[config.mk]
export PLATFORM = sky130hd
export DESIGN_NAME = sigmod_top
export DESIGN_NICKNAME = d
export VERILOG_FILES = /design/src/sigmod_pkg.sv /design/src/sigmod_sync.sv /design/src/sigmod_top.sv
export SDC_FILE = /design/constraint.sdc
export NUM_CORES = 1
export LEC_CHECK = 0
export BUFFER_PORTS_ARGS = -buffer_cell sky130_fd_sc_hd__buf_2
export CORE_MARGIN = 4
export CORE_UTILIZATION = 43
export CTS_BUF_LIST = sky130_fd_sc_hd__clkbuf_8
export DETAILED_ROUTE_END_ITERATION = 10
export HOLD_SLACK_MARGIN = 0.08
export PLACE_DENSITY_LB_ADDON = 0.1
export SETUP_SLACK_MARGIN = 0.02
export SYNTH_ARGS = -nofsm -noshare
export SYNTH_HDL_FRONTEND = slang
export SYNTH_SLANG_ARGS = --single-unit
[constraint.sdc]
create_clock -name hclk -period 2.07 [get_ports hclk]
set_clock_uncertainty 0.1 [all_clocks]
set_input_delay 0.1035 -clock hclk [delete_from_list [all_inputs] [get_ports hclk]]
set_output_delay 0.1035 -clock hclk [all_outputs]
set_load 0.05 [all_outputs]
[src/sigmod_pkg.sv]
// ==========================================================
// Register map, field layout and reset values
// ==========================================================
package sigmod_pkg;
    // Register byte offsets
    localparam logic [7:0] SIGMOD_CON_OFS = 8'h00;
    localparam logic [7:0] SIGMOD_SRC_OFS = 8'h04;
    localparam logic [7:0] SIGMOD_CARRIER_HIGH_SIGNAL_OFS = 8'h08;
    localparam logic [7:0] SIGMOD_CARRIER_LOW_SIGNAL_OFS = 8'h0C;

    // Control register fields
    localparam int SIGMOD_CON_EN = 7;
    localparam int SIGMOD_CON_OE = 6;
    localparam int SIGMOD_CON_SLR = 5;
    localparam int SIGMOD_CON_POL = 4;
    localparam int SIGMOD_CON_OUT = 3;
    localparam int SIGMOD_CON_BIT = 0;

    // Source and carrier register fields
    localparam int SIGMOD_SEL_LSB = 0;
    localparam int SIGMOD_ODIS = 7;
    localparam int SIGMOD_CPOL = 6;
    localparam int SIGMOD_CSYNC = 5;

    // Writable bit masks
    localparam logic [7:0] SIGMOD_CON_WMASK = 8'hF1;
    localparam logic [7:0] SIGMOD_SRC_WMASK = 8'h8F;
    localparam logic [7:0] SIGMOD_CAR_WMASK = 8'hEF;

    // Values after reset
    localparam logic [7:0] SIGMOD_CON_RST = 8'h20;
    localparam logic [7:0] SIGMOD_SRC_RST = 8'h00;
    localparam logic [7:0] SIGMOD_CAR_RST = 8'h00;

    // Modulator source codes
    localparam logic [3:0] SIGMOD_MS_SWBIT = 4'h0;
    localparam logic [3:0] SIGMOD_MS_PIN = 4'h1;
    localparam logic [3:0] SIGMOD_MS_PWM1 = 4'h2;
    localparam logic [3:0] SIGMOD_MS_CMP1 = 4'h6;
    localparam logic [3:0] SIGMOD_MS_CMP2 = 4'h7;
    localparam logic [3:0] SIGMOD_MS_SSP1 = 4'h8;
    localparam logic [3:0] SIGMOD_MS_SSP2 = 4'h9;
    localparam logic [3:0] SIGMOD_MS_UART = 4'hA;

    // Carrier source codes
    localparam logic [3:0] SIGMOD_CS_GND = 4'h0;
    localparam logic [3:0] SIGMOD_CS_PIN_A = 4'h1;
    localparam logic [3:0] SIGMOD_CS_PIN_B = 4'h2;
    localparam logic [3:0] SIGMOD_CS_REFCLK = 4'h3;
    localparam logic [3:0] SIGMOD_CS_PWM1 = 4'h4;

    // Sampled copies of the mixing path
    localparam int SIGMOD_SYNC_W = 4;

    // AHB transfer type
    localparam logic [1:0] SIGMOD_HTRANS_NONSEQ = 2'b10;
endpackage

[src/sigmod_sync.sv]
`timescale 1ns/10ps
// ==========================================================
// Two-stage synchroniser for asynchronous levels
// ==========================================================
module sigmod_sync #(
    parameter int W = 1
) (
    input wire logic hclk,
    input wire logic hresetn,
    input wire logic ce,
    input wire logic [W-1:0] async_in,
    output logic [W-1:0] sync_out
);
    logic [W-1:0] meta_q;

    // First stage is read only by the second
    always_ff @(posedge hclk or negedge hresetn) begin
        if (!hresetn) begin
            meta_q <= '0;
            sync_out <= '0;
        end else if (ce) begin
            meta_q <= async_in;
            sync_out <= meta_q;
        end
    end
endmodule

[src/sigmod_top.sv]
// Register access over AHB-Lite and the register addresses were chosen for this implementation.
`timescale 1ns/10ps
// ==========================================================
// Signal modulator with AHB-Lite register slave
// ==========================================================
// Operation
// - Output is the carrier picked by the modulator, to pin
// - Modulator high mixes the high carrier
// - Modulator low mixes the low carrier
// - Mixing starts only after enable set
// - Disabled: both carriers forced to ground
// - Disabled: modulator taken from software bit
// - Disable keeps stored source selections
// - Re-enable reapplies stored source selections
// - Pin disable keeps internal mixing running
// - Pin held low while pin disabled
// - Pin disable does not stop module
// - Eleven modulator sources offered
// - Four-bit field picks modulator source
// - Eight carrier sources offered
// - Four-bit field picks high carrier
// - Separate four-bit field picks low carrier
// - Source codes fixed, modulator above ten and carrier above seven connect nothing
// - Polarity bit inverts the modulated output
// - Reset disables module, restores defaults
// - Synchronised carrier falls low before switching
module sigmod_top
    import sigmod_pkg::*;
(
    input wire logic hclk,
    input wire logic hresetn,
    input wire logic ce,
    input wire logic hsel,
    input wire logic [31:0] haddr,
    input wire logic [1:0] htrans,
    input wire logic hwrite,
    input wire logic [2:0] hsize,
    input wire logic [31:0] hwdata,
    input wire logic hready,
    output logic hreadyout,
    output logic hresp,
    output logic [31:0] hrdata,
    input wire logic [3:0] pwm_out,
    input wire logic ssp1_sdo,
    input wire logic ssp2_sdo,
    input wire logic cmp1_out,
    input wire logic cmp2_out,
    input wire logic uart_tx,
    input wire logic ref_clk_out,
    input wire logic external_modulator_pin,
    input wire logic external_carrier_pin_a,
    input wire logic external_carrier_pin_b,
    output logic modulated_output_pin,
    output logic slew_limit_en,
    output logic mod_src_pin_dis,
    output logic carrier_high_signal_src_pin_dis,
    output logic carrier_low_signal_src_pin_dis
);
    // ======================================================
    // Decode functions
    // ======================================================
    // Modulator source multiplexer
    // reserved codes idle
    function automatic logic pick_mod(input logic [3:0] sel, input logic sw,
                                      input logic [10:0] src);
        logic r;
        r = 1'b0;
        if (sel == SIGMOD_MS_SWBIT) begin
            r = sw;
        end else if (sel <= SIGMOD_MS_UART) begin
            r = src[sel];
        end
        return r;
    endfunction

    // Carrier source multiplexer, unused codes give ground
    function automatic logic pick_car(input logic [3:0] sel, input logic [7:0] src);
        logic r;
        r = 1'b0;
        if (sel <= 4'h7) begin
            r = src[sel[2:0]];
        end
        return r;
    endfunction

    // ======================================================
    // Registers
    // ======================================================
    logic [7:0] con_q;
    logic [7:0] src_q;
    logic [7:0] carrier_high_signal_q;
    logic [7:0] carrier_low_signal_q;
    logic wr_pend_q;
    logic [7:0] wr_addr_q;
    logic addr_ok;
    logic [7:0] addr_lo;
    logic out_s;
    logic mod_s;
    logic carrier_high_signal_s;
    logic carrier_low_signal_s;

    assign addr_lo = haddr[7:0];
    assign addr_ok = hsel && hready && htrans == SIGMOD_HTRANS_NONSEQ;

    // Zero-wait slave, stalls only while frozen
    assign hreadyout = ce;
    assign hresp = 1'b0;

    // Address phase capture for writes
    always_ff @(posedge hclk or negedge hresetn) begin
        if (!hresetn) begin
            wr_pend_q <= 1'b0;
            wr_addr_q <= 8'h00;
        end else if (ce) begin
            wr_pend_q <= addr_ok && hwrite;
            wr_addr_q <= addr_lo;
        end
    end

    // reset defaults
    // Control register writes
    always_ff @(posedge hclk or negedge hresetn) begin
        if (!hresetn) begin
            con_q <= SIGMOD_CON_RST;
        end else if (ce && wr_pend_q && wr_addr_q == SIGMOD_CON_OFS) begin
            con_q <= hwdata[7:0] & SIGMOD_CON_WMASK;
        end
    end

    // selections kept
    // Source register writes, only software changes them
    always_ff @(posedge hclk or negedge hresetn) begin
        if (!hresetn) begin
            src_q <= SIGMOD_SRC_RST;
        end else if (ce && wr_pend_q && wr_addr_q == SIGMOD_SRC_OFS) begin
            src_q <= hwdata[7:0] & SIGMOD_SRC_WMASK;
        end
    end

    // Carrier register writes
    always_ff @(posedge hclk or negedge hresetn) begin
        if (!hresetn) begin
            carrier_high_signal_q <= SIGMOD_CAR_RST;
            carrier_low_signal_q <= SIGMOD_CAR_RST;
        end else if (ce && wr_pend_q) begin
            if (wr_addr_q == SIGMOD_CARRIER_HIGH_SIGNAL_OFS) begin
                carrier_high_signal_q <= hwdata[7:0] & SIGMOD_CAR_WMASK;
            end
            if (wr_addr_q == SIGMOD_CARRIER_LOW_SIGNAL_OFS) begin
                carrier_low_signal_q <= hwdata[7:0] & SIGMOD_CAR_WMASK;
            end
        end
    end

    // Read data registered at the address phase
    always_ff @(posedge hclk or negedge hresetn) begin
        if (!hresetn) begin
            hrdata <= 32'h0000_0000;
        end else if (ce && addr_ok && !hwrite) begin
            case (addr_lo)
                SIGMOD_CON_OFS: begin
                    hrdata <= {24'h000000, con_q[7:4], out_s, 3'b000} |
                              {31'h0000_0000, con_q[SIGMOD_CON_BIT]};
                end
                SIGMOD_SRC_OFS: begin
                    hrdata <= {24'h000000, src_q};
                end
                SIGMOD_CARRIER_HIGH_SIGNAL_OFS: begin
                    hrdata <= {24'h000000, carrier_high_signal_q};
                end
                SIGMOD_CARRIER_LOW_SIGNAL_OFS: begin
                    hrdata <= {24'h000000, carrier_low_signal_q};
                end
                default: begin
                    hrdata <= 32'h0000_0000;
                end
            endcase
        end
    end

    // ======================================================
    // Mixing path
    // ======================================================
    logic en;
    logic oe;
    logic opol;
    logic [10:0] mod_src;
    logic [7:0] car_src;
    logic mod_sig;
    logic carrier_high_signal_sig;
    logic carrier_low_signal_sig;
    logic sel_high_q;
    logic sel_eff;
    logic mix;

    // Control and pin-disable fields
    // enable gates mixing
    assign en = con_q[SIGMOD_CON_EN];
    assign oe = con_q[SIGMOD_CON_OE];
    assign opol = con_q[SIGMOD_CON_POL];
    assign slew_limit_en = con_q[SIGMOD_CON_SLR];
    assign mod_src_pin_dis = src_q[SIGMOD_ODIS];
    assign carrier_high_signal_src_pin_dis = carrier_high_signal_q[SIGMOD_ODIS];
    assign carrier_low_signal_src_pin_dis = carrier_low_signal_q[SIGMOD_ODIS];

    assign mod_src = {uart_tx, ssp2_sdo, ssp1_sdo, cmp2_out, cmp1_out,
                      pwm_out, external_modulator_pin, 1'b0};
    assign car_src = {pwm_out, ref_clk_out, external_carrier_pin_b,
                      external_carrier_pin_a, 1'b0};

    assign mod_sig = en ? pick_mod(src_q[3:0], con_q[SIGMOD_CON_BIT], mod_src)
                        : con_q[SIGMOD_CON_BIT];

    assign carrier_high_signal_sig = en && (pick_car(carrier_high_signal_q[3:0], car_src) ^ carrier_high_signal_q[SIGMOD_CPOL]);
    assign carrier_low_signal_sig = en && (pick_car(carrier_low_signal_q[3:0], car_src) ^ carrier_low_signal_q[SIGMOD_CPOL]);

    // use held selection while outgoing carrier is synchronised
    assign sel_eff = (sel_high_q ? carrier_high_signal_q[SIGMOD_CSYNC] : carrier_low_signal_q[SIGMOD_CSYNC]) ?
                     sel_high_q : mod_sig;

    assign mix = sel_eff ? carrier_high_signal_sig : carrier_low_signal_sig;

    assign modulated_output_pin = oe ? (mix ^ opol) : 1'b0;

    // Sampled copies for sync decisions and status readback
    sigmod_sync #(
        .W(SIGMOD_SYNC_W)
    ) u_sync (
        .hclk(hclk),
        .hresetn(hresetn),
        .ce(ce),
        .async_in({modulated_output_pin, mod_sig, carrier_high_signal_sig, carrier_low_signal_sig}),
        .sync_out({out_s, mod_s, carrier_high_signal_s, carrier_low_signal_s})
    );

    // switch once the outgoing carrier is low, or at once if it is not synchronised
    always_ff @(posedge hclk or negedge hresetn) begin
        if (!hresetn) begin
            sel_high_q <= 1'b0;
        end else if (ce && mod_s != sel_high_q) begin
            if (sel_high_q ? !(carrier_high_signal_q[SIGMOD_CSYNC] && carrier_high_signal_s)
                           : !(carrier_low_signal_q[SIGMOD_CSYNC] && carrier_low_signal_s)) begin
                sel_high_q <= mod_s;
            end
        end
    end

    // ======================================================
    // Assertions
    // ======================================================
    logic con_wr;
    logic sel_wr;
    assign con_wr = ce && wr_pend_q && wr_addr_q == SIGMOD_CON_OFS;
    assign sel_wr = ce && wr_pend_q && wr_addr_q != SIGMOD_CON_OFS;

    a_and_mix: assert property (@(posedge hclk) disable iff (!hresetn)
        oe && !opol |-> modulated_output_pin == (sel_eff ? carrier_high_signal_sig : carrier_low_signal_sig))
        else $error("output is not the selected mix");

    a_high_carrier: assert property (@(posedge hclk) disable iff (!hresetn)
        en && oe && !opol && mod_sig && !carrier_high_signal_q[SIGMOD_CSYNC] && !carrier_low_signal_q[SIGMOD_CSYNC]
        |-> modulated_output_pin == carrier_high_signal_sig)
        else $error("high carrier not mixed");

    a_low_carrier: assert property (@(posedge hclk) disable iff (!hresetn)
        en && oe && !opol && !mod_sig && !carrier_high_signal_q[SIGMOD_CSYNC] && !carrier_low_signal_q[SIGMOD_CSYNC]
        |-> modulated_output_pin == carrier_low_signal_sig)
        else $error("low carrier not mixed");

    a_off_ground: assert property (@(posedge hclk) disable iff (!hresetn)
        !en |-> !carrier_high_signal_sig && !carrier_low_signal_sig && (modulated_output_pin == (oe && opol)))
        else $error("carriers not grounded while disabled");

    a_off_swbit: assert property (@(posedge hclk) disable iff (!hresetn)
        !en |-> mod_sig == con_q[SIGMOD_CON_BIT])
        else $error("modulator not from software bit");

    a_sel_kept: assert property (@(posedge hclk) disable iff (!hresetn)
        !sel_wr |=> $stable(src_q) && $stable(carrier_high_signal_q) && $stable(carrier_low_signal_q))
        else $error("selection changed without a write");

    a_pin_low: assert property (@(posedge hclk) disable iff (!hresetn)
        !oe |-> !modulated_output_pin)
        else $error("pin not low while disabled");

    a_src_pin: assert property (@(posedge hclk) disable iff (!hresetn)
        en && src_q[3:0] == SIGMOD_MS_PIN |-> mod_sig == external_modulator_pin)
        else $error("pin source not routed");

    a_reserved_src: assert property (@(posedge hclk) disable iff (!hresetn)
        en && src_q[3:0] > SIGMOD_MS_UART |-> !mod_sig)
        else $error("reserved source not idle");

    a_invert: assert property (@(posedge hclk) disable iff (!hresetn)
        oe && opol |-> modulated_output_pin == !mix)
        else $error("polarity not applied");

    a_sync_hold: assert property (@(posedge hclk) disable iff (!hresetn)
        ce && sel_high_q && carrier_high_signal_q[SIGMOD_CSYNC] && carrier_high_signal_s && !mod_s |=> sel_high_q)
        else $error("synchronised carrier cut short");

    a_enable_write: assert property (@(posedge hclk) disable iff (!hresetn)
        con_wr && hwdata[SIGMOD_CON_EN] |=> en ##1 (en || $past(con_wr)))
        else $error("enable write not taken");

    a_reset_state: assert property (@(posedge hclk) disable iff (!hresetn)
        $rose(hresetn) |-> con_q == SIGMOD_CON_RST && src_q == SIGMOD_SRC_RST
        && carrier_high_signal_q == SIGMOD_CAR_RST && carrier_low_signal_q == SIGMOD_CAR_RST && !sel_high_q)
        else $error("registers not at defaults after reset");

    a_reapply_sel: assert property (@(posedge hclk) disable iff (!hresetn)
        $rose(en) && src_q[3:0] == SIGMOD_MS_PIN |-> mod_sig == external_modulator_pin)
        else $error("stored modulator source not reapplied");

    a_oe_keeps_en: assert property (@(posedge hclk) disable iff (!hresetn)
        !oe && !con_wr |=> en == $past(en))
        else $error("pin disable changed the enable");

    a_carrier_high_signal_route: assert property (@(posedge hclk) disable iff (!hresetn)
        en && carrier_high_signal_q[3:0] == SIGMOD_CS_PIN_A
        |-> carrier_high_signal_sig == (external_carrier_pin_a ^ carrier_high_signal_q[SIGMOD_CPOL]))
        else $error("high carrier pin not routed");

    c_fsk_run: cover property (@(posedge hclk) disable iff (!hresetn)
        en && oe && mod_sig ##[1:20] en && oe && !mod_sig);
    c_sync_hold: cover property (@(posedge hclk) disable iff (!hresetn)
        sel_high_q && carrier_high_signal_q[SIGMOD_CSYNC] && carrier_high_signal_s && !mod_s);
    c_reg_read: cover property (@(posedge hclk) disable iff (!hresetn)
        addr_ok && !hwrite && addr_lo == SIGMOD_CON_OFS);
    c_pin_off_mix: cover property (@(posedge hclk) disable iff (!hresetn)
        en && !oe && mix);
endmodule

==> results.md <==
* Status: finished, violations left
* Largest net degree at the start of global routing at 28
* Floorplan row count at 28
* Initial core utilization at 0.4437
* Max VDD drop at 247.5 uV
* WP data arrival at 2.63 ns
* Max transition margin at 0.6141
* WL per Instance at 15.93 um
* Met2 GRT Util at 0.2524
* Worst path cell trace: mux4_2 > a32oi_2 > nor2_1 > o32ai_2 > mux2i_1 > xor2_1 > and2_4 > buf_8
* GRT met3 Usage at 0.03707
* Worst-margin pin slew at 0.5789 ns
* # diodes at 0
* Total track usage at 0.1735
* CP Data Required Time at 1.87 ns
* H-tree level count at 2
* Flops & latches, synth at 50
* GRT overflow at 0
* Port Buffer Count at 50
* FF-to-FF path depth at 8
* Yosys warnings at 0
* Vias at 1911
* Gr busiest metal: met1
* DRT Wirelength at 6165 um
* Chip width at 86.39 um
* Worst r2r src: src_q[0]$_DFFE_PN0P_
* Clk_lat worst skew at 0.30 ns
* Terminus of the critical flop-to-flop path: u_sync.meta_q[3]$_DFFE_PN0P_
* Area contributors post-synth: dfrtp_1 46%, mux2_1 12%, buf_4 7.4%
* WHS Endpoint: hrdata[6]$_DFFE_PN0P_
* Clock Tree Buf Depth at 2
* CTS tree: yes
* Initial antenna violation count at 0
* Nets at 399
* Pwr per Cell Area at 541.4 nW/um2
* CP endpoint kind: output pin
* Max Slew Vio Count at 0
* Final WS setup at -0.7661 ns
* Post-Synthesis Cell Area at 2643 um2
* Max-cap violations at 0
* Post-synth EDFFs at 0
* Worst Hold Class: in -> reg
* Minimum clock period at 2.836 ns
* Post-route ant nets at 0
* TNS Setup at -2.223 ns
* Core box area at 5956 um2
* Io pins at 127
* Hold Crit Depth at 3
* Die Span Y at 86.39 um
* CP max stage cell: mux4_2
* Dpl ws at -0.5566 ns
* Cell variety after synth at 41
* TritonCTS buffer count at 5
* Routability cong. at 0.7904
* Failing checks: negative setup slack
* Met1 usage at 0.2577
* Ys async rst share at 1.000
* Syn_area_per_cell at 12.07 um2
* Detailed Route Iter0 Violations at 103
* Vias per inst at 4.938
* Final hold violation count at 0
* Register area share after synthesis at 0.4740
* Layout cells sized above 1 at 0.4423
* Synth top cells by count: 49 x dfrtp_1, 27 x mux2_1, 26 x buf_4
* P&R area growth vs syn at 31.87%
* Fmax at 0.3526 GHz
* Cells after Synth at 219
* Final Setup Violations at 25
* First-pass GRT wire length at 9956 um
* Post-DP HPWL at 4435 um
* RSZ-0062 raised after global routing: true
* DRC errors left at 0
* Clock root buffer: clkbuf_8
* Final Util at 0.5851
* Clock Sinks at 50
* Synth top area share at 0.4640
* Critical-path maximum fanout at 4
* Number of iterations in the first detailed-routing pass at 4
* HP Start: haddr[2]
* Period utilization at 1.370
* R2R Setup Slk at -0.35 ns
* Layout filler cell count at 499
* Die Area at 7463 um2
* Cell taking the most area after synthesis: dfrtp_1
* CTS clk-pin slew, worst paths at 0.09 ns
* CP peak stage delay at 0.51 ns
* Cell with the most instances after synthesis: dfrtp_1
* Most used DFF post-synth: dfrtp_1
* Leak at 0.001743 uW
* Startpoint Class: register
* Vias in the first global route at 1908
* Crit Path Class: reg -> out
## layer usage
| metal | vias to the layer above | part of all wire |
|---|---|---|
| li1 | 924 | - |
| met1 | 901 | 0.46 |
| met2 | 76 | 0.45 |
| met3 | 10 | 0.079 |
| met4 | 0 | 0.017 |
| met5 | - | 0 |
## registers in the layout, indices dropped and copies added (netlist names)
register and flops:
wr_addr_q 8, con_q 5, src_q 5, wr_pend_q 1, u_sync.meta_q 4, u_sync.sync_out 4
hrdata 8, carrier_high_signal_q 7, sel_high_q 1, carrier_low_signal_q 7
## kinds of logic after synthesis
kind of cell	after synthesis	synth area share
flops	50	0.4740
buf+inv	41	0.09801
simple gates	43	0.09186
xor+xnor	1	0.003315
other cells	1	0.001419
compound gates	30	0.08287
mux	53	0.2486
## worst max path at each step
stage | to | depth (start not counted) | start | slack (ns)
finish | modulated_output_pin | 8 | src_q[0]$_DFFE_PN0P_ | -0.77
global route | modulated_output_pin | 8 | src_q[0]$_DFFE_PN0P_ | -0.93
CTS | modulated_output_pin | 8 | src_q[0]$_DFFE_PN0P_ | -0.80
detailed placement | modulated_output_pin | 8 | src_q[0]$_DFFE_PN0P_ | -0.56
global placement | modulated_output_pin | 8 | src_q[0]$_DFFE_PN0P_ | -0.54
floorplan | modulated_output_pin | 8 | src_q[0]$_DFFE_PN0P_ | -0.27
## through the flow
stage          cells  hold slack [ns]  instance area [um2]  total power [uW]
2_1_floorplan    243          -0.2921                 2735              1231
5_1_grt          387           0.2180                 3485              1969
6_report         387           0.1832                 3485              1887
4_1_cts          387           0.1847                 3477              1902
3_5_place_dp     360          0.03025                 3054              1286
3_3_place_gp     360          0.03863                 3054              1284
## area by class of cell
| type | count | area, um2 | share of cell area |
|---|---|---|---|
| Timing Repair Buffer | 95 | 679.4 | 0.1950 |
| Clock buffer | 6 | 82.58 | 0.02370 |
| Tap cell | 75 | 93.84 | 0.02693 |
| Multi-Input combinational cell | 152 | 1340 | 0.3846 |
| Sequential cell | 50 | 1254 | 0.3598 |
| Inverter | 7 | 26.28 | 0.007540 |
| Clock inverter | 2 | 8.758 | 0.002513 |
## power breakdown
part / switching, uW / internal (uW)
Combinational: 185 / 98.1
Sequential: 21.5 / 998
Clock: 319 / 265
Total: 525 / 1360
## layout by cell type, fill, tap and decap left out, types with 3 or more instances in the layout
cell type,Yosys,layout
buf_2,0,49
dfrtp_1,49,48
conb_1,1,25
mux2_4,0,23
buf_4,26,21
dlygate4sd3_1,0,17
nand2_1,15,15
mux2_2,14,14
o21ai_1,10,10
nor2b_1,8,8
inv_1,6,7
mux4_2,6,6
mux2i_1,6,6
clkbuf_8,0,6
nor2_1,5,5
buf_6,1,5
mux2_1,27,4
nor4_1,3,3
nand3b_1,3,3
## timing repair
item	in CTS	in global routing
pin swaps	1	0
hold endpoints to repair	54	0
setup buffers	2	0
setup endpoints to repair	26	26
gates resized for setup	37	2
hold buffers	17	0
gates cloned	0	0
## critical path, delay by kind of cell, from the launching register on
family                 cells  cell delay, ns
XOR/XNOR                   1            0.21
buffers and inverters      1            0.14
flip-flops                 1            0.40
AO/OA/AOI/OAI              2            0.51
multiplexers               2            0.82
AND/OR/NAND/NOR            2            0.25
Note: power is estimated with default switching activity, not from simulation.
